**src/csf_pkg.sv**
```systemverilog
// Constants for the charger status and fault register group.
// Assumes the serial front end and the register logic share one 100 MHz clock.
// Operation
// Status bits 7/6 show input overvoltage, input valid.
// Status bit 5 shows input current limiting.
// Status bit 4 shows die temperature limiting.
// Bit 3 latches charge done past recharge threshold.
// Bits 2:0 carry eight charger state codes.
// Second status bits 7:5 carry thermistor state.
// Recharge info active when auto-recharge disabled, complete.
// When active, bit 3 shows battery below threshold.
// Second status bits 2:0 carry battery state.
// Fault bit 3 latches battery short until cleared.
// Fault bit 1 latches lower overtemperature fault.
// Fault bit 0 latches higher overtemperature fault.
// Writing one or power cycling clears fault bits.
// Unused bits read zero; status writes ignored.
package csf_pkg;

  // Register offsets on the serial bus.
  localparam logic [7:0] CSF_ADDR_STATUS1 = 8'h0b;
  localparam logic [7:0] CSF_ADDR_STATUS2 = 8'h0c;
  localparam logic [7:0] CSF_ADDR_FAULT   = 8'h0d;

  // Bus device address; the value is arbitrary.
  localparam logic [6:0] CSF_DEV_ADDR = 7'h14;

  // First status register field positions.
  localparam int CSF_S1_OV_BIT    = 7;
  localparam int CSF_S1_VALID_BIT = 6;
  localparam int CSF_S1_ILIM_BIT  = 5;
  localparam int CSF_S1_TLIM_BIT  = 4;
  localparam int CSF_S1_DONE_BIT  = 3;

  // Second status register field positions.
  localparam int CSF_S2_THERM_LSB = 5;
  localparam int CSF_S2_RCH_BIT   = 3;

  // Fault register field positions.
  localparam int CSF_F_SHORT_BIT = 3;
  localparam int CSF_F_OTLO_BIT  = 1;
  localparam int CSF_F_OTHI_BIT  = 0;

  // Reset values.
  localparam logic [7:0] CSF_RST_BYTE  = 8'h00;
  localparam logic [2:0] CSF_RST_FAULT = 3'h0;

  // Charger state codes.
  localparam logic [2:0] CSF_CHG_OFF      = 3'h0;
  localparam logic [2:0] CSF_CHG_TRICKLE  = 3'h1;
  localparam logic [2:0] CSF_CHG_FAST_CC  = 3'h2;
  localparam logic [2:0] CSF_CHG_FAST_CV  = 3'h3;
  localparam logic [2:0] CSF_CHG_COMPLETE = 3'h4;
  localparam logic [2:0] CSF_CHG_LDO      = 3'h5;
  localparam logic [2:0] CSF_CHG_TIMEOUT  = 3'h6;
  localparam logic [2:0] CSF_CHG_BATDET   = 3'h7;

  // Serial engine states.
  typedef enum logic [2:0] {
    CSF_IDLE,
    CSF_ADDR,
    CSF_PTR,
    CSF_WDATA,
    CSF_ACK,
    CSF_RDATA,
    CSF_RACK
  } csf_state_t;

endpackage : csf_pkg

```
**src/csf_regs.sv**
```systemverilog
// Status and fault register group with its two-wire serial slave.
// Assumes status inputs come from charger logic on clk_sys_in; bus pins are asynchronous.
`timescale 1ns/1ps

module csf_regs
(
  // Clock and reset.
  input  wire logic       clk_sys_in,
  input  wire logic       rst_n_in,
  // Two-wire serial bus; data is open drain.
  input  wire logic       scl_in,
  input  wire logic       sda_in,
  output logic            sda_out,
  output logic            sda_oe_n_out,
  // Charger status from the core.
  input  wire logic       input_overvoltage_flag_in,
  input  wire logic       input_valid_flag_in,
  input  wire logic       input_current_limited_flag_in,
  input  wire logic       die_temp_limited_flag_in,
  input  wire logic [2:0] charger_state_code_in,
  input  wire logic [2:0] thermistor_state_code_in,
  input  wire logic       auto_recharge_disable_in,
  input  wire logic       below_recharge_threshold_in,
  input  wire logic [2:0] battery_state_code_in,
  // Fault events and power cycle.
  input  wire logic       battery_short_fault_in,
  input  wire logic       overtemp_low_fault_in,
  input  wire logic       overtemp_high_fault_in,
  input  wire logic       input_power_cycle_in,
  // Decoded flags for the core.
  output logic            charge_done_latch_out,
  output logic            recharge_needed_flag_out
);

  // Three-stage synchronisers for the bus pins.
  logic [2:0] scl_sync_q;
  logic [2:0] sda_sync_q;
  logic       scl_filt_q;          // Filtered clock level.
  logic       sda_filt_q;          // Filtered data level.
  logic       scl_prev_q;          // Previous filtered clock.
  logic       sda_prev_q;          // Previous filtered data.
  // Serial engine.
  csf_pkg::csf_state_t state_q;
  csf_pkg::csf_state_t ack_next_q; // State taken after an acknowledge slot.
  logic [3:0] bit_cnt_q;           // Bits seen in the current byte.
  logic [7:0] shift_q;             // Shift register for both directions.
  logic [7:0] ptr_q;               // Register pointer, auto-incremented.
  logic       master_ack_q;        // Master acknowledged the last read byte.
  logic       sda_drive_q;         // High while the slave pulls data low.
  // Register contents.
  logic [7:0] status1_q;
  logic [7:0] status2_q;
  logic [2:0] fault_q;             // Short, lower and higher overtemperature.
  logic       done_q;
  logic       rch_active;
  // Bus events.
  logic       scl_rise;
  logic       scl_fall;
  logic       bus_start;
  logic       bus_stop;
  logic       wr_strobe;           // One-cycle write of shift_q to ptr_q.
  logic [7:0] rd_byte;             // Byte selected by the pointer.
  logic [2:0] clr_mask;            // Fault bits cleared this cycle.

  localparam logic [2:0] CSF_NONE = 3'h0;  // Empty clear mask.

  // A pin level counts only once the second and third stages agree, which rejects glitches.
  always_ff @(posedge clk_sys_in or negedge rst_n_in)
  begin
    if (!rst_n_in)
    begin
      scl_sync_q <= 3'h7;
      sda_sync_q <= 3'h7;
      scl_filt_q <= 1'b1;
      sda_filt_q <= 1'b1;
      scl_prev_q <= 1'b1;
      sda_prev_q <= 1'b1;
    end
    else
    begin
      scl_sync_q <= {scl_sync_q[1:0], scl_in};
      sda_sync_q <= {sda_sync_q[1:0], sda_in};
      if (scl_sync_q[1] == scl_sync_q[2])
      begin
        scl_filt_q <= scl_sync_q[2];
      end
      if (sda_sync_q[1] == sda_sync_q[2])
      begin
        sda_filt_q <= sda_sync_q[2];
      end
      scl_prev_q <= scl_filt_q;
      sda_prev_q <= sda_filt_q;
    end
  end

  // Edge and condition detection on the filtered levels.
  assign scl_rise  = scl_filt_q && !scl_prev_q;
  assign scl_fall  = !scl_filt_q && scl_prev_q;
  assign bus_start = scl_filt_q && scl_prev_q && !sda_filt_q && sda_prev_q;
  assign bus_stop  = scl_filt_q && scl_prev_q && sda_filt_q && !sda_prev_q;
  assign wr_strobe = scl_fall && (state_q == csf_pkg::CSF_WDATA) && (bit_cnt_q == 4'h8);

  // Read mux; unmapped addresses and unused bits return zero.
  always_comb
  begin
    unique case (ptr_q)
      csf_pkg::CSF_ADDR_STATUS1: rd_byte = status1_q;
      csf_pkg::CSF_ADDR_STATUS2: rd_byte = status2_q;
      // Short sits at bit 3 and bit 2 stays unused, so the byte is not a plain extension.
      csf_pkg::CSF_ADDR_FAULT:   rd_byte = {4'h0, fault_q[2], 1'b0, fault_q[1:0]};
      default:                   rd_byte = csf_pkg::CSF_RST_BYTE;
    endcase
  end

  // Serial engine: bits are sampled on clock rise and data changes on clock fall.
  always_ff @(posedge clk_sys_in or negedge rst_n_in)
  begin
    if (!rst_n_in)
    begin
      state_q      <= csf_pkg::CSF_IDLE;
      ack_next_q   <= csf_pkg::CSF_IDLE;
      bit_cnt_q    <= 4'h0;
      shift_q      <= csf_pkg::CSF_RST_BYTE;
      ptr_q        <= csf_pkg::CSF_RST_BYTE;
      master_ack_q <= 1'b0;
      sda_drive_q  <= 1'b0;
    end
    else if (bus_start)
    begin
      // A start, repeated or not, always restarts address reception.
      state_q     <= csf_pkg::CSF_ADDR;
      bit_cnt_q   <= 4'h0;
      sda_drive_q <= 1'b0;
    end
    else if (bus_stop)
    begin
      state_q     <= csf_pkg::CSF_IDLE;
      sda_drive_q <= 1'b0;
    end
    else if (scl_rise)
    begin
      if (state_q == csf_pkg::CSF_RACK)
      begin
        master_ack_q <= !sda_filt_q;
      end
      else if (state_q != csf_pkg::CSF_IDLE && state_q != csf_pkg::CSF_ACK)
      begin
        // In read mode the shift is only a count; data was put out on the fall.
        if (state_q != csf_pkg::CSF_RDATA)
        begin
          shift_q <= {shift_q[6:0], sda_filt_q};
        end
        bit_cnt_q <= bit_cnt_q + 4'h1;
      end
    end
    else if (scl_fall)
    begin
      unique case (state_q)
        csf_pkg::CSF_IDLE:
        begin
          sda_drive_q <= 1'b0;
        end
        csf_pkg::CSF_ADDR:
        begin
          if (bit_cnt_q == 4'h8)
          begin
            // Answer only to our own address; otherwise stay quiet until the next start.
            if (shift_q[7:1] == csf_pkg::CSF_DEV_ADDR)
            begin
              ack_next_q  <= shift_q[0] ? csf_pkg::CSF_RDATA : csf_pkg::CSF_PTR;
              state_q     <= csf_pkg::CSF_ACK;
              sda_drive_q <= 1'b1;
            end
            else
            begin
              state_q <= csf_pkg::CSF_IDLE;
            end
          end
        end
        csf_pkg::CSF_PTR:
        begin
          if (bit_cnt_q == 4'h8)
          begin
            ptr_q       <= shift_q;
            ack_next_q  <= csf_pkg::CSF_WDATA;
            state_q     <= csf_pkg::CSF_ACK;
            sda_drive_q <= 1'b1;
          end
        end
        csf_pkg::CSF_WDATA:
        begin
          if (bit_cnt_q == 4'h8)
          begin
            // The register update happens on wr_strobe in this same cycle.
            ptr_q       <= ptr_q + 8'h01;
            ack_next_q  <= csf_pkg::CSF_WDATA;
            state_q     <= csf_pkg::CSF_ACK;
            sda_drive_q <= 1'b1;
          end
        end
        csf_pkg::CSF_ACK:
        begin
          bit_cnt_q <= 4'h0;
          state_q   <= ack_next_q;
          if (ack_next_q == csf_pkg::CSF_RDATA)
          begin
            // Snapshot the byte so it cannot change while it is shifted out.
            shift_q     <= {rd_byte[6:0], 1'b0};
            sda_drive_q <= !rd_byte[7];
          end
          else
          begin
            sda_drive_q <= 1'b0;
          end
        end
        csf_pkg::CSF_RDATA:
        begin
          if (bit_cnt_q == 4'h8)
          begin
            sda_drive_q <= 1'b0;
            ptr_q       <= ptr_q + 8'h01;
            state_q     <= csf_pkg::CSF_RACK;
          end
          else
          begin
            sda_drive_q <= !shift_q[7];
            shift_q     <= {shift_q[6:0], 1'b0};
          end
        end
        csf_pkg::CSF_RACK:
        begin
          // A not-acknowledge ends the read; the master then sends stop or start.
          if (master_ack_q)
          begin
            bit_cnt_q   <= 4'h0;
            state_q     <= csf_pkg::CSF_RDATA;
            shift_q     <= {rd_byte[6:0], 1'b0};
            sda_drive_q <= !rd_byte[7];
          end
          else
          begin
            state_q <= csf_pkg::CSF_IDLE;
          end
        end
      endcase
    end
  end

  // Open-drain data: the pin is only ever pulled low.
  assign sda_out      = 1'b0;
  assign sda_oe_n_out = !sda_drive_q;

  // Status capture; the status registers take no bus writes at all.
  always_ff @(posedge clk_sys_in or negedge rst_n_in)
  begin
    if (!rst_n_in)
    begin
      status1_q <= csf_pkg::CSF_RST_BYTE;
      status2_q <= csf_pkg::CSF_RST_BYTE;
    end
    else
    begin
      status1_q <= csf_pkg::CSF_RST_BYTE;
      status1_q[csf_pkg::CSF_S1_OV_BIT]    <= input_overvoltage_flag_in;
      status1_q[csf_pkg::CSF_S1_VALID_BIT] <= input_valid_flag_in;
      status1_q[csf_pkg::CSF_S1_ILIM_BIT]  <= input_current_limited_flag_in;
      status1_q[csf_pkg::CSF_S1_TLIM_BIT]  <= die_temp_limited_flag_in;
      status1_q[csf_pkg::CSF_S1_DONE_BIT]  <= done_q;
      status1_q[2:0] <= charger_state_code_in;
      status2_q <= csf_pkg::CSF_RST_BYTE;
      status2_q[csf_pkg::CSF_S2_THERM_LSB +: 3] <= thermistor_state_code_in;
      status2_q[csf_pkg::CSF_S2_RCH_BIT] <= rch_active && below_recharge_threshold_in;
      status2_q[2:0] <= battery_state_code_in;
    end
  end

  // Recharge information is only meaningful after completion with auto-recharge off.
  assign rch_active = auto_recharge_disable_in
                      && (charger_state_code_in == csf_pkg::CSF_CHG_COMPLETE);

  // Charge done latches on completion and ignores the battery sagging below threshold.
  // It releases only when a new charge phase begins.
  always_ff @(posedge clk_sys_in or negedge rst_n_in)
  begin
    if (!rst_n_in)
    begin
      done_q <= 1'b0;
    end
    else if (charger_state_code_in == csf_pkg::CSF_CHG_COMPLETE)
    begin
      done_q <= 1'b1;
    end
    else if (charger_state_code_in == csf_pkg::CSF_CHG_TRICKLE
             || charger_state_code_in == csf_pkg::CSF_CHG_FAST_CC
             || charger_state_code_in == csf_pkg::CSF_CHG_FAST_CV)
    begin
      done_q <= 1'b0;
    end
  end

  // Write-one-to-clear mask; zeros and unused bits leave faults untouched.
  always_comb
  begin
    clr_mask = CSF_NONE;
    if (input_power_cycle_in)
    begin
      clr_mask = 3'h7;
    end
    else if (wr_strobe && ptr_q == csf_pkg::CSF_ADDR_FAULT)
    begin
      clr_mask = {shift_q[csf_pkg::CSF_F_SHORT_BIT],
                  shift_q[csf_pkg::CSF_F_OTLO_BIT],
                  shift_q[csf_pkg::CSF_F_OTHI_BIT]};
    end
  end

  // Sticky faults; a detection in the clearing cycle wins so no event is lost.
  always_ff @(posedge clk_sys_in or negedge rst_n_in)
  begin
    if (!rst_n_in)
    begin
      fault_q <= csf_pkg::CSF_RST_FAULT;
    end
    else
    begin
      fault_q <= (fault_q & ~clr_mask)
                 | {battery_short_fault_in,
                    overtemp_low_fault_in,
                    overtemp_high_fault_in};
    end
  end

  // Flags offered back to the core.
  assign charge_done_latch_out    = status1_q[csf_pkg::CSF_S1_DONE_BIT];
  assign recharge_needed_flag_out = status2_q[csf_pkg::CSF_S2_RCH_BIT];

endmodule : csf_regs

```
**config.mk**
```make
export PLATFORM = sky130hd
export DESIGN_NAME = csf_regs
export DESIGN_NICKNAME = d
export VERILOG_FILES = /design/src/csf_pkg.sv /design/src/csf_regs.sv
export SDC_FILE = /design/constraint.sdc
export NUM_CORES = 1
export LEC_CHECK = 0
export CAP_MARGIN = 20
export CORE_AREA = 2 2 77 79
export DETAILED_ROUTE_END_ITERATION = 12
export DIE_AREA = 0 0 79 81
export DONT_BUFFER_PORTS = 1
export PLACE_DENSITY = 0.71
export SLEW_MARGIN = 20
export SYNTH_ARGS = -nofsm -noshare
export SYNTH_HDL_FRONTEND = slang
export SYNTH_SLANG_ARGS = --single-unit
```
**constraint.sdc**
```tcl
create_clock -name clk_sys_in -period 3.6 [get_ports clk_sys_in]
set_clock_uncertainty 0.15 [all_clocks]
set_input_delay 0.36 -clock clk_sys_in [delete_from_list [all_inputs] [get_ports clk_sys_in]]
set_output_delay 0.36 -clock clk_sys_in [all_outputs]
set_load 0.03 [all_outputs]
```
# Word level (Yosys, flattened, before mapping)
# Index checks and enable logic that the tools add are counted.
# word_totals
reg_bits,57
in_bits,23
# classes
mux,51
add_sub_neg,2
eq_ne,41
n_reduce_logical,42
n_bitwise,6
# ops
op,n
8-bit 2-to-1 mux,10
8-bit one-hot mux with 3 select lines,2
3-bit 2-to-1 mux,15
4-bit 2-to-1 mux,7
"8-bit by 4-bit == test with 1-bit output, second input constant",3
"3-bit != test, second input constant",6
6-bit AND reduction,3
"4-bit != test, second input constant",4
8-bit one-hot mux with 2 select lines,1
"3-bit == test, second input constant",5
3-bit one-hot mux with 5 select lines,1
1-bit logical AND,13
"3-bit by 2-bit == test with 1-bit output, second input constant",4
1-bit 2-to-1 mux,12
"2-bit != test, second input constant",6
10-bit AND reduction,1
3-bit nonzero test,3
"8-bit by 1-bit adder with 8-bit output, second input constant",1
"2-bit by 1-bit != test with 1-bit output, second input constant",4
4-bit one-hot mux with 2 select lines,1
8-bit AND reduction,1
2-bit nonzero test,4
4-bit nonzero test,2
"7-bit by 5-bit == test with 1-bit output, second input constant",1
other kinds (19),32

# Logic depth before layout (Yosys ltp)
# Gate-level depths: netlist of run 1.
# logic_depth
depth_word,10
mapped_depth,8
mapped_depth_nobuf,7

# Worst setup path before layout of run 1
# OpenSTA, ideal clock, no wires.
# synth_timing
kind,reg2reg
startpoint,register scl_filt_q
endpoint,register bit_cnt_q[2]
arrival_time_ns,1.902
setup_slack_ns,1.424
path_stages_with_launch,7
setup_ns,0.124
n_path_buf,0
cell_sequence,dfstp_2 -> inv_1 -> ha_1 -> a211o_1 -> a31o_1 -> and2_4 -> a211o_1
# synth_via
elab_chain_cells,5
elab_cells_between_ends,18
cone_classes,eq/ne (4); mux (3); reduce/logical (11)
# synth_lines
item,line_no,rtl
from (decl),csf_regs.sv:38,logic scl_filt_q;
from (signal assigned),csf_regs.sv:85,scl_filt_q <= scl_sync_q[2];
1-bit logical AND,"csf_regs.sv:99, csf_regs.sv:100",
1-bit logical AND (on tied branches) (2 in series),"csf_regs.sv:99, csf_regs.sv:100",
3-bit by 1-bit != test with 1-bit output (no line) (tied with other cells),-,
6-bit AND reduction (no line),-,
to (signal assigned),csf_regs.sv:153,bit_cnt_q <= bit_cnt_q + 4'h1;
to (decl),csf_regs.sv:45,logic [3:0] bit_cnt_q;
# Parallel ways exist; a longest one is shown, timed or not. The select of a mux whose other input is x is not followed.
# A chain may end at the register's enable or synchronous reset.

# Worst setup path in the final report of run 1
# layout_timing
startpoint,register scl_prev_q
endpoint,register ptr_q[2]
# layout_via
elab_chain_cells,5
elab_cells_between_ends,12
cone_classes,bitwise (3); reduce/logical (9)
# layout_lines
item,line_no,rtl
from (decl),csf_regs.sv:40,logic scl_prev_q;
from (signal assigned),csf_regs.sv:91,scl_prev_q <= scl_filt_q;
1-bit logical AND,"csf_regs.sv:99, csf_regs.sv:100",
1-bit logical AND (on tied branches) (2 in series),"csf_regs.sv:100, csf_regs.sv:99",
1-bit NOT (no line),-,
7-bit AND reduction (no line) *,-,
to (signal assigned),csf_regs.sv:124,ptr_q <= csf_pkg::CSF_RST_BYTE;
to (signal assigned),csf_regs.sv:184,ptr_q <= shift_q;
to (signal assigned),csf_regs.sv:195,ptr_q <= ptr_q + 8'h01;
to (decl),csf_regs.sv:47,logic [7:0] ptr_q;
# Every way passes the cells marked *; elsewhere a longest branch is shown, timed or not.

==> reports/qor.txt, run 1 <==
Max Freq: 404 MHz
Nets: 331
Buf+Inv Stages, Crit Path: 2
Most frequent cells in the layout: 47 x dfrtp_1, 37 x nand2_1, 23 x o21ai_0
Total Routing Usage GR: 21.3%
Yosys cell types: 60
Final core occ: 59.5%
Async SR Flop Fraction: 100%
Rel. slew slack: 60.1%
Total power: 0.00170 W
Predominant post-synthesis flop cell: dfrtp_1
Sequential Power Share: 44.5%
Initial core utilization: 51.0%
Average size of a mapped cell: 10.2 um^2
EDFF count, synth: 0
Flop2flop setup slack: 1120 ps
Seq cells post-synth: 57
HP Class: input pin to register
DRT Pass-1 Iters: 4
Core area: 0.00568 mm^2
Worst Path Max Fanout: 12
Post-CTS resize count: 0
PortBufs: 0
Cells after Synth: 283
Logic pwr share: 12.1%
# H-tree levels: 3
Via count: 2235
Post-layout min period: 2480 ps
Gpl congestion: 0.892
Antenna Diode Count: 0
GR Overflow Total: 0
Slowest cell on the critical path: dfstp_2
Initial antenna violation count: 0
CTS sink cnt: 57
Syn Std Cell Area: 0.00289 mm^2
Share of cells above drive strength 1: 14.8%
Fin cells: 380
Outcome: completed
Sequential share of the synthesized area: 49.7%
First-pass GRT wire length: 10400 um
Internal power: 0.00124 W
Crit Path Category: register to register
Pwr dens: 504 mW/mm^2
WP data required: 3680 ps
Leak pwr: 1.41 nW
Final ANT Viol Nets: 0
Hold-critical path endpoint: done_q
Die ar.: 0.00640 mm^2
Net Sw Frac: 26.9%
TritonCTS buffer count: 9
Hold Crit Start: charger_state_code_in[2]
Initial DRC count: 267
Area growth syn-to-layout: 16.7%
Clk_lat worst skew: 340 ps
WL/cell: 16.7 um
Row cnt: 28
RSZ-0062 raised after global routing: false
DP HPWL: 4070 um
Worst slew pin tran: 598 ps
Crit end category: register
Reg2Reg Depth: 8
VDD IR-drop max: 0.352 mV
Overall die width: 79 um
Most common cell after layout, fill and taps aside: dfrtp_1
Reg2reg end: ptr_q[2]
Critical path arrival: 2560 ps
Clock Path Buffers: 2
Slew Limit Fails: 0
Clock Pin Slew Worst Setup and Hold Paths: 70 ps
Psw: 0.000459 W
Synth Warn #: 0
Clock root buffer: clkbuf_8
Period utilization: 68.8%
Syn Nets: 314
Final Hold Vio Count: 0
Final wirelength: 6330 um
Clk pwr share: 43.4%
Critical R2R Launch: scl_prev_q
Vias per cell: 5.88
Startpoint types: register
Final setup viols: 0
CP peak stage delay: 540 ps
Total negative setup slack: 0 ps
# DRC: 0
Ports: 27
Vias in the first global route: 2198
Max_cap viols: 0
CTS tree: done
Placed Cells: 344
Layout Cell Area excl Fill: 0.00338 mm^2
Worst Hold Depth: 1
Largest net degree at the start of global routing: 58
Die height: 81 um
Critical path's top delay family: simple AND/OR/NAND/NOR gates
Crit path cell chain: inv_1 > ha_1 > nor2b_1 > nand2_1 > a211oi_1 > buf_4 > o21ai_0 > a22o_1
Placed cell areas: 0.00292 mm^2
## worst register-to-register path, stage by stage, from the launching register on
cell      delay [ps]
dfstp_2          540
inv_1             40
ha_1             300
nor2b_1          350
nand2_1          240
a211oi_1         220
buf_4            210
o21ai_0          100
a22o_1           230
## Yosys cell counts (all sizes together), types with 6 or more instances
library cell   n  area share, %
a21oi         10            1.7
mux2           9            3.5
nand2         37            4.8
dfrtp         47             41
buf           13            2.4
inv           16            2.1
ha             8            3.5
a31oi          8            1.7
nand3          6            1.0
dfstp         10            9.1
o21ai         23            4.0
nor2          10            1.3
## power by group through the flow
stage	clock (W)	combinational [W]	sequential [W]
final	0.000739	0.000206	0.000758
after global placement	0	0.000168	0.000767
after detailed placement	0	0.000173	0.000768
after global routing	0.000770	0.000230	0.000765
after floorplan	0	0.000170	0.000734
after CTS	0.000735	0.000207	0.000756
## kinds of logic after synthesis
kind of cell,Yosys count,synth area share (%)
flops,57,49.7
other cells,1,0.130
xor+xnor,2,0.605
mux,13,4.89
buf+inv,31,4.76
compound gates,79,18.2
simple gates,89,17.2
fa+ha+maj,11,4.50
## registers in the layout (all words and copies together) (netlist names)
name,cells
sda_prev_q,1
state_q,3
done_q,1
scl_filt_q,1
bit_cnt_q,4
status1_q,8
scl_sync_q,3
ptr_q,8
status2_q,7
sda_drive_q,1
fault_q,3
sda_filt_q,1
ack_next_q,3
master_ack_q,1
scl_prev_q,1
sda_sync_q,3
shift_q,8
## metal layers
metal	up-vias	track usage (%)	wire length, um
met3	10	5.78	292
met5	-	0	0
met4	0	9.48	114
met2	65	33.5	2980
met1	1095	27.9	2950
li1	1065	-	-
## how the worst max path moves through the flow
stage	from	to	slack (ps)	cells past startpoint
2_1_floorplan	scl_filt_q	bit_cnt_q[2]	1420	6
3_3_place_gp	scl_prev_q	ptr_q[2]	1270	8
3_5_place_dp	scl_prev_q	ptr_q[2]	1180	8
4_1_cts	scl_prev_q	ptr_q[2]	1170	8
5_1_grt	scl_prev_q	ptr_q[2]	960	8
6_report	scl_prev_q	ptr_q[2]	1120	8
## timing repair
| item | CTS | global route |
|---|---|---|
| endpoints found under the hold margin | 75 | 0 |
| setup buffers | 0 | 0 |
| hold buffers | 20 | 0 |
## area by class of cell
| cell class | count | area (um^2) |
|---|---|---|
| Clock buffer | 9 | 124 |
| Clock inverter | 7 | 119 |
| Fill cell | 462 | 2300 |
| Inverter | 16 | 60.1 |
| Multi-Input combinational cell | 195 | 1320 |
| Sequential cell | 57 | 1440 |
| Tap cell | 75 | 93.8 |
| Timing Repair Buffer | 21 | 225 |
## through the flow
stage,setup WS [ps],hold WS (ps)
2_1_floorplan,1420,-85.6
5_1_grt,959,37.4
6_report,1120,31.6
4_1_cts,1170,31.5
3_5_place_dp,1180,-84.9
3_3_place_gp,1270,-84.7
(Power assumes the default switching activity.)
==> inputs of run 2 (changes only) <==
==> constraint.sdc (replaced) <==
create_clock -name clk_sys_in -period 2.3 [get_ports clk_sys_in]
set_clock_uncertainty 0.15 [all_clocks]
set_input_delay 0.23 -clock clk_sys_in [delete_from_list [all_inputs] [get_ports clk_sys_in]]
set_output_delay 0.23 -clock clk_sys_in [all_outputs]
set_load 0.03 [all_outputs]
==> reports/qor.txt, run 2 (synthesis gave the netlist of run 1 again) <==
Outcome: completed (unchanged)
Pwr dens: 726 mW/mm^2 (was 504 mW/mm^2)
Clock root buffer: clkbuf_8 (unchanged)
Final Hold Vio Count: 0 (unchanged)
DRT Pass-1 Iters: 4 (unchanged)
Final wirelength: 6660 um (was 6330 um)
Leak pwr: 1.51 nW (was 1.41 nW)
Share of cells above drive strength 1: 20.2% (was 14.8%)
Most frequent cells in the layout: 47 x dfrtp_1, 36 x nand2_1, 23 x o21ai_0 (was 47 x dfrtp_1, 37 x nand2_1, 23 x o21ai_0)
DP HPWL: 4220 um (was 4070 um)
Placed cell areas: 0.00304 mm^2 (was 0.00292 mm^2)
Largest net degree at the start of global routing: 58 (unchanged)
Vias in the first global route: 2326 (was 2198)
CTS sink cnt: 57 (unchanged)
Worst Path Max Fanout: 12 (unchanged)
Fillers: 424 (was 462)
RSZ-0062 raised after global routing: false (unchanged)
WL/cell: 16.6 um (was 16.7 um)
Antenna Diode Count: 0 (unchanged)
Die ar.: 0.00640 mm^2 (unchanged)
Clock Path Buffers: 2 (unchanged)
Total Routing Usage GR: 23.1% (was 21.3%)
Critical path arrival: 2240 ps (was 2560 ps)
GR Overflow Total: 0 (unchanged)
Initial antenna violation count: 0 (unchanged)
HP Class: input pin to register (unchanged)
Via count: 2299 (was 2235)
Multi-input logic area: 0.00135 mm^2 (was 0.00132 mm^2)
Final setup viols: 0 (unchanged)
Area growth syn-to-layout: 22.8% (was 16.7%)
Ports: 27 (unchanged)
Fin cells: 401 (was 380)
Placed Cells: 358 (was 344)
Slew Limit Fails: 0 (unchanged)
Post-layout min period: 2170 ps (was 2480 ps)
First-pass GRT wire length: 11200 um (was 10400 um)
Final ANT Viol Nets: 0 (unchanged)
TritonCTS buffer count: 9 (unchanged)
Crit Path Category: register to register (unchanged)
PortBufs: 0 (unchanged)
VDD IR-drop max: 0.767 mV (was 0.352 mV)
Largest registers: ptr_q x8, shift_q x8, status1_q x8 (unchanged)
Period utilization: 94.5% (was 68.8%)
# DRC: 0 (unchanged)
Clock Pin Slew Worst Setup and Hold Paths: 60 ps (was 70 ps)
Gpl congestion: 0.961 (was 0.892)
Core area: 0.00568 mm^2 (unchanged)
Most common cell after layout, fill and taps aside: dfrtp_1 (unchanged)
Startpoint types: register (unchanged)
Nets: 352 (was 331)
Max_cap viols: 0 (unchanged)
# H-tree levels: 3 (unchanged)
Clk_lat worst skew: 340 ps (about the same)
WP data required: 2370 ps (was 3680 ps)
Max Freq: 460 MHz (was 404 MHz)
Overall die width: 79 um (unchanged)
Initial core utilization: 51.0% (unchanged)
CTS tree: done (unchanged)
Crit end category: register (unchanged)
Vias per cell: 5.73 (was 5.88)
Layout Cell Area excl Fill: 0.00355 mm^2 (was 0.00338 mm^2)
Initial DRC count: 208 (was 267)
Die height: 81 um (unchanged)
Row cnt: 28 (unchanged)
Register area: 0.00144 mm^2 (unchanged)
==> run 2: cell count changes in the layout (fill, tap and decap cells not counted), sizes merged <==
| cell | delta |
|---|---|
| dlygate4sd3 | +3 |
| clkinvlp | +1 |
| buf | +18 |
| bufinv | -1 |
| clkbuf | +2 |
| clkinv | -2 |
==> run 2: path summary, 6_finish.rpt <==
path,slack [ps],to,cells past startpoint,start
hold / removal,150,done_q,2,charger_state_code_in[1]
min in group asynchronous,270,status2_q[5],2,rst_n_in
hold reg to reg,210,sda_sync_q[1],0,sda_sync_q[0]
setup / recovery,130,ack_next_q[0],7,scl_prev_q
max in group asynchronous,1440,scl_sync_q[1],2,rst_n_in
setup reg to reg,130,ack_next_q[0],7,scl_prev_q
==> run 2: layout make-up <==
class                      instances  share of cell area [%]
sequential                        57                    40.5
multi-input combinational        195                    37.9
timing repair buffer              42                    11.3
clock buffer                      11                    3.70
tap                               75                    2.64
clock inverter                     5                    2.25
inverter                          16                    1.69
==> run 2: metal layers <==
metal | GRT usage (%) | up-vias | wire length (um)
met5 | 0 | - | 0
li1 | - | 1098 | -
met2 | 36.2 | 93 | 3160
met1 | 30.4 | 1096 | 2930
met4 | 10.3 | 0 | 138
met3 | 6.33 | 12 | 434
==> run 2: repair_timing <==
item                                    4_1_cts  5_1_grt
cloned                                        0        0
hold buffers                                 23        0
endpoints found under the setup margin        2        4
hold endpoints to repair                     77        0
pin swaps                                     0        3
buffers inserted                              0        4
resized for setup                             1        4
==> run 2: critical path, stage by stage, from the launching register on <==
cell and delay (ps):
dfstp_2 570, inv_1 80, ha_4 200, nor2b_2 150, nand2_2 120, nor4_4 250, buf_4 170, mux2_2 340
==> run 2: metrics by stage <==
| step | setup TNS, ps | total power (W) | setup slack, ps | hold WS [ps] | utilization (%) |
|---|---|---|---|---|---|
| 2_1_floorplan | 0 | 0.00142 | 124 | -216 | - |
| 3_3_place_gp | 0 | 0.00149 | 62.0 | -215 | 53.5 |
| 3_5_place_dp | -14.6 | 0.00149 | -13.1 | -215 | 53.5 |
| 4_1_cts | 0 | 0.00257 | 32.2 | 99.1 | 61.6 |
| 5_1_grt | 0 | 0.00270 | 45.7 | 145 | 62.6 |
| 6_report | 0 | 0.00258 | 126 | 149 | 62.6 |
==> run 2: power breakdown <==
group          leakage (nW)  switching [W]  total [W]  internal (W)
logic                 0.692       0.000194   0.000372      0.000179
clock network        0.0995       0.000419    0.00103      0.000608
registers             0.715      0.0000967    0.00118       0.00109
==> inputs of run 3 (changes only) <==
==> constraint.sdc (replaced) <==
create_clock -name clk_sys_in -period 2.3 [get_ports clk_sys_in]
set_clock_uncertainty 0.15 [all_clocks]
set_input_delay 0.345 -clock clk_sys_in [delete_from_list [all_inputs] [get_ports clk_sys_in]]
set_output_delay 0.345 -clock clk_sys_in [all_outputs]
set_load 0.03 [all_outputs]
==> reports/qor.txt, run 3 (synthesis gave the netlist of run 1 again) <==
Worst Setup EP: bit_cnt_q[2] (was ack_next_q[0])
Post-layout min period: 2240 ps (was 2170 ps)
Initial core utilization: 51.0% (unchanged)
Overall die width: 79 um (unchanged)
Initial antenna violation count: 0 (unchanged)
Max Freq: 447 MHz (was 460 MHz)
Reg2reg end: bit_cnt_q[2] (was ack_next_q[0])
Max_cap viols: 0 (unchanged)
GR Overflow Total: 0 (unchanged)
HP Class: input pin to register (unchanged)
Antenna Diode Count: 0 (unchanged)
Clock Pin Slew Worst Setup and Hold Paths: 70 ps (was 60 ps)
Fin cells: 397 (was 401)
Most frequent cells in the layout: 47 x dfrtp_1, 36 x nand2_1, 23 x o21ai_0 (unchanged)
Row cnt: 28 (unchanged)
TritonCTS buffer count: 9 (unchanged)
Final wirelength: 6450 um (was 6660 um)
Net Sw Frac: 27.5% (about the same)
Crit end category: register (unchanged)
Ports: 27 (unchanged)
Gpl congestion: 0.961 (unchanged)
RSZ-0062 raised after global routing: true (was false)
VDD IR-drop max: 0.616 mV (was 0.767 mV)
Total power: 0.00257 W (was 0.00258 W)
DRT Pass-1 Iters: 4 (unchanged)
Die height: 81 um (unchanged)
Crit Path Category: register to register (unchanged)
Most common cell after layout, fill and taps aside: dfrtp_1 (unchanged)
Flop2flop setup slack: 60 ps (was 130 ps)
Multi-input logic area: 0.00133 mm^2 (was 0.00135 mm^2)
Die ar.: 0.00640 mm^2 (unchanged)
Total Routing Usage GR: 22.2% (was 23.1%)
Register area: 0.00144 mm^2 (unchanged)
Clk pwr share: 40.0% (was 39.8%)
First-pass GRT wire length: 10800 um (was 11200 um)
Initial DRC count: 195 (was 208)
Worst Path Max Fanout: 5 (was 12)
Slew Limit Fails: 0 (unchanged)
Final ANT Viol Nets: 0 (unchanged)
Clock root buffer: clkbuf_8 (unchanged)
Psw: 0.000707 W (was 0.000709 W)
Vias per cell: 5.64 (was 5.73)
CP peak stage delay: 600 ps (was 570 ps)
Sequential Power Share: 45.9% (was 45.8%)
Critical R2R Launch: scl_filt_q (was scl_prev_q)
Crit path cell chain: inv_1 > ha_1 > a211o_1 > a31o_1 > and2_4 > a211o_1 (was inv_1 > ha_4 > nor2b_2 > nand2_2 > nor4_4 > buf_4 > mux2_2)
CTS tree: done (unchanged)
Final Hold Vio Count: 0 (unchanged)
Clk_lat worst skew: 340 ps (about the same)
Total negative setup slack: 0 ps (unchanged)
Placed cell areas: 0.00304 mm^2 (unchanged)
Area growth syn-to-layout: 21.0% (was 22.8%)
Pwr dens: 735 mW/mm^2 (was 726 mW/mm^2)
Outcome: completed (unchanged)
Layout Cell Area excl Fill: 0.00350 mm^2 (was 0.00355 mm^2)
Nets: 348 (was 352)
Via count: 2238 (was 2299)
Largest registers: ptr_q x8, shift_q x8, status1_q x8 (unchanged)
Share of cells above drive strength 1: 19.6% (was 20.2%)
Period utilization: 97.3% (was 94.5%)
Most used cell, CP: a211o_1
Leak pwr: 1.48 nW (was 1.51 nW)
Final setup viols: 0 (unchanged)
Clock Path Buffers: 2 (unchanged)
WP data required: 2370 ps (about the same)
Worst setup startpoint: scl_filt_q (was scl_prev_q)
Final worst setup slack: 63.2 ps (was 126 ps)
Critical path arrival: 2300 ps (was 2240 ps)
Logic pwr share: 14.1% (was 14.4%)
Startpoint types: register (unchanged)
Largest net degree at the start of global routing: 58 (unchanged)
Core area: 0.00568 mm^2 (unchanged)
# H-tree levels: 3 (unchanged)
Setup Slack @ Placement: -13.1 ps (unchanged)
WL/cell: 16.2 um (was 16.6 um)
PortBufs: 0 (unchanged)
Fillers: 441 (was 424)
Internal power: 0.00187 W (about the same)
Placed Cells: 358 (unchanged)
CTS sink cnt: 57 (unchanged)
# DRC: 0 (unchanged)
DP HPWL: 4220 um (unchanged)
Reg2Reg Depth: 6 (was 7)
Slowest cell on the critical path: dfstp_2 (unchanged)
Vias in the first global route: 2221 (was 2326)
[run 3: cell types whose count changed in the layout (fill, tap and decap cells not counted)]
cell           before  now
buf_4              18   17
nor2b_2             1    0
ha_1                6    7
dlygate4sd3_1      22   19
nor2b_1             2    3
ha_4                2    1
[run 3: layout make-up]
| class | instances | share of cell area [%] |
|---|---|---|
| flip-flops and latches | 57 | 41.1 |
| multi-input cells | 195 | 38.0 |
| repair buffers | 38 | 10.4 |
| clock buffers | 11 | 3.75 |
| well taps | 75 | 2.68 |
| clock inverters | 5 | 2.29 |
| inverters | 16 | 1.71 |
[run 3: timing repair]
action / 4_1_cts / 5_1_grt
setup buffers: 0 / 3
gates resized for setup: 1 / 2
hold endpoints to repair: 75 / 0
hold buffers: 20 / 0
pin swaps: 0 / 3
setup endpoints to repair: 2 / 3
[run 3: metal layers]
metal / vias to the layer above / global-route usage (%) / wire length, um
met5: - / 0 / 0
met4: 0 / 8.10 / 81
met3: 8 / 5.89 / 374
met2: 72 / 34.5 / 3100
met1: 1073 / 30.3 / 2890
li1: 1085 / - / -
[run 3: power groups by stage]
| stage | sequential (W) | clock [W] | combinational (W) |
|---|---|---|---|
| finish | 0.00118 | 0.00103 | 0.000363 |
| global route | 0.00119 | 0.00108 | 0.000402 |
| CTS | 0.00118 | 0.00104 | 0.000353 |
| detailed placement | 0.00119 | 0 | 0.000300 |
| global placement | 0.00120 | 0 | 0.000298 |
| floorplan | 0.00115 | 0 | 0.000266 |
[run 3: how the worst min path moves through the flow]
stage                              from             to  slack, ps  depth (start not counted)
6_report       charger_state_code_in[2]   status2_q[3]         20                          1
5_1_grt        charger_state_code_in[2]   status2_q[3]          1                          1
4_1_cts        charger_state_code_in[2]   status2_q[3]         20                          1
3_5_place_dp                   rst_n_in         done_q       -100                          0
3_3_place_gp                   rst_n_in   status1_q[3]       -100                          0
2_1_floorplan                  rst_n_in  ack_next_q[0]       -100                          0
[run 3: stage by stage]
stage,hold WS [ps],utilization (%)
finish,23.3,61.7
global route,1.29,61.7
CTS,18.3,61.1
detailed placement,-99.9,53.5
global placement,-99.7,53.5
floorplan,-101,-
[run 3: critical path: cells and delay by family (launching register included)]
family                   cells  cell delay [ps]
flip-flops                   1              600
AO/OA/AOI/OAI                3              800
buffers and inverters        1               60
AND/OR/NAND/NOR              1              170
adder cells (fa/ha/maj)      1              330
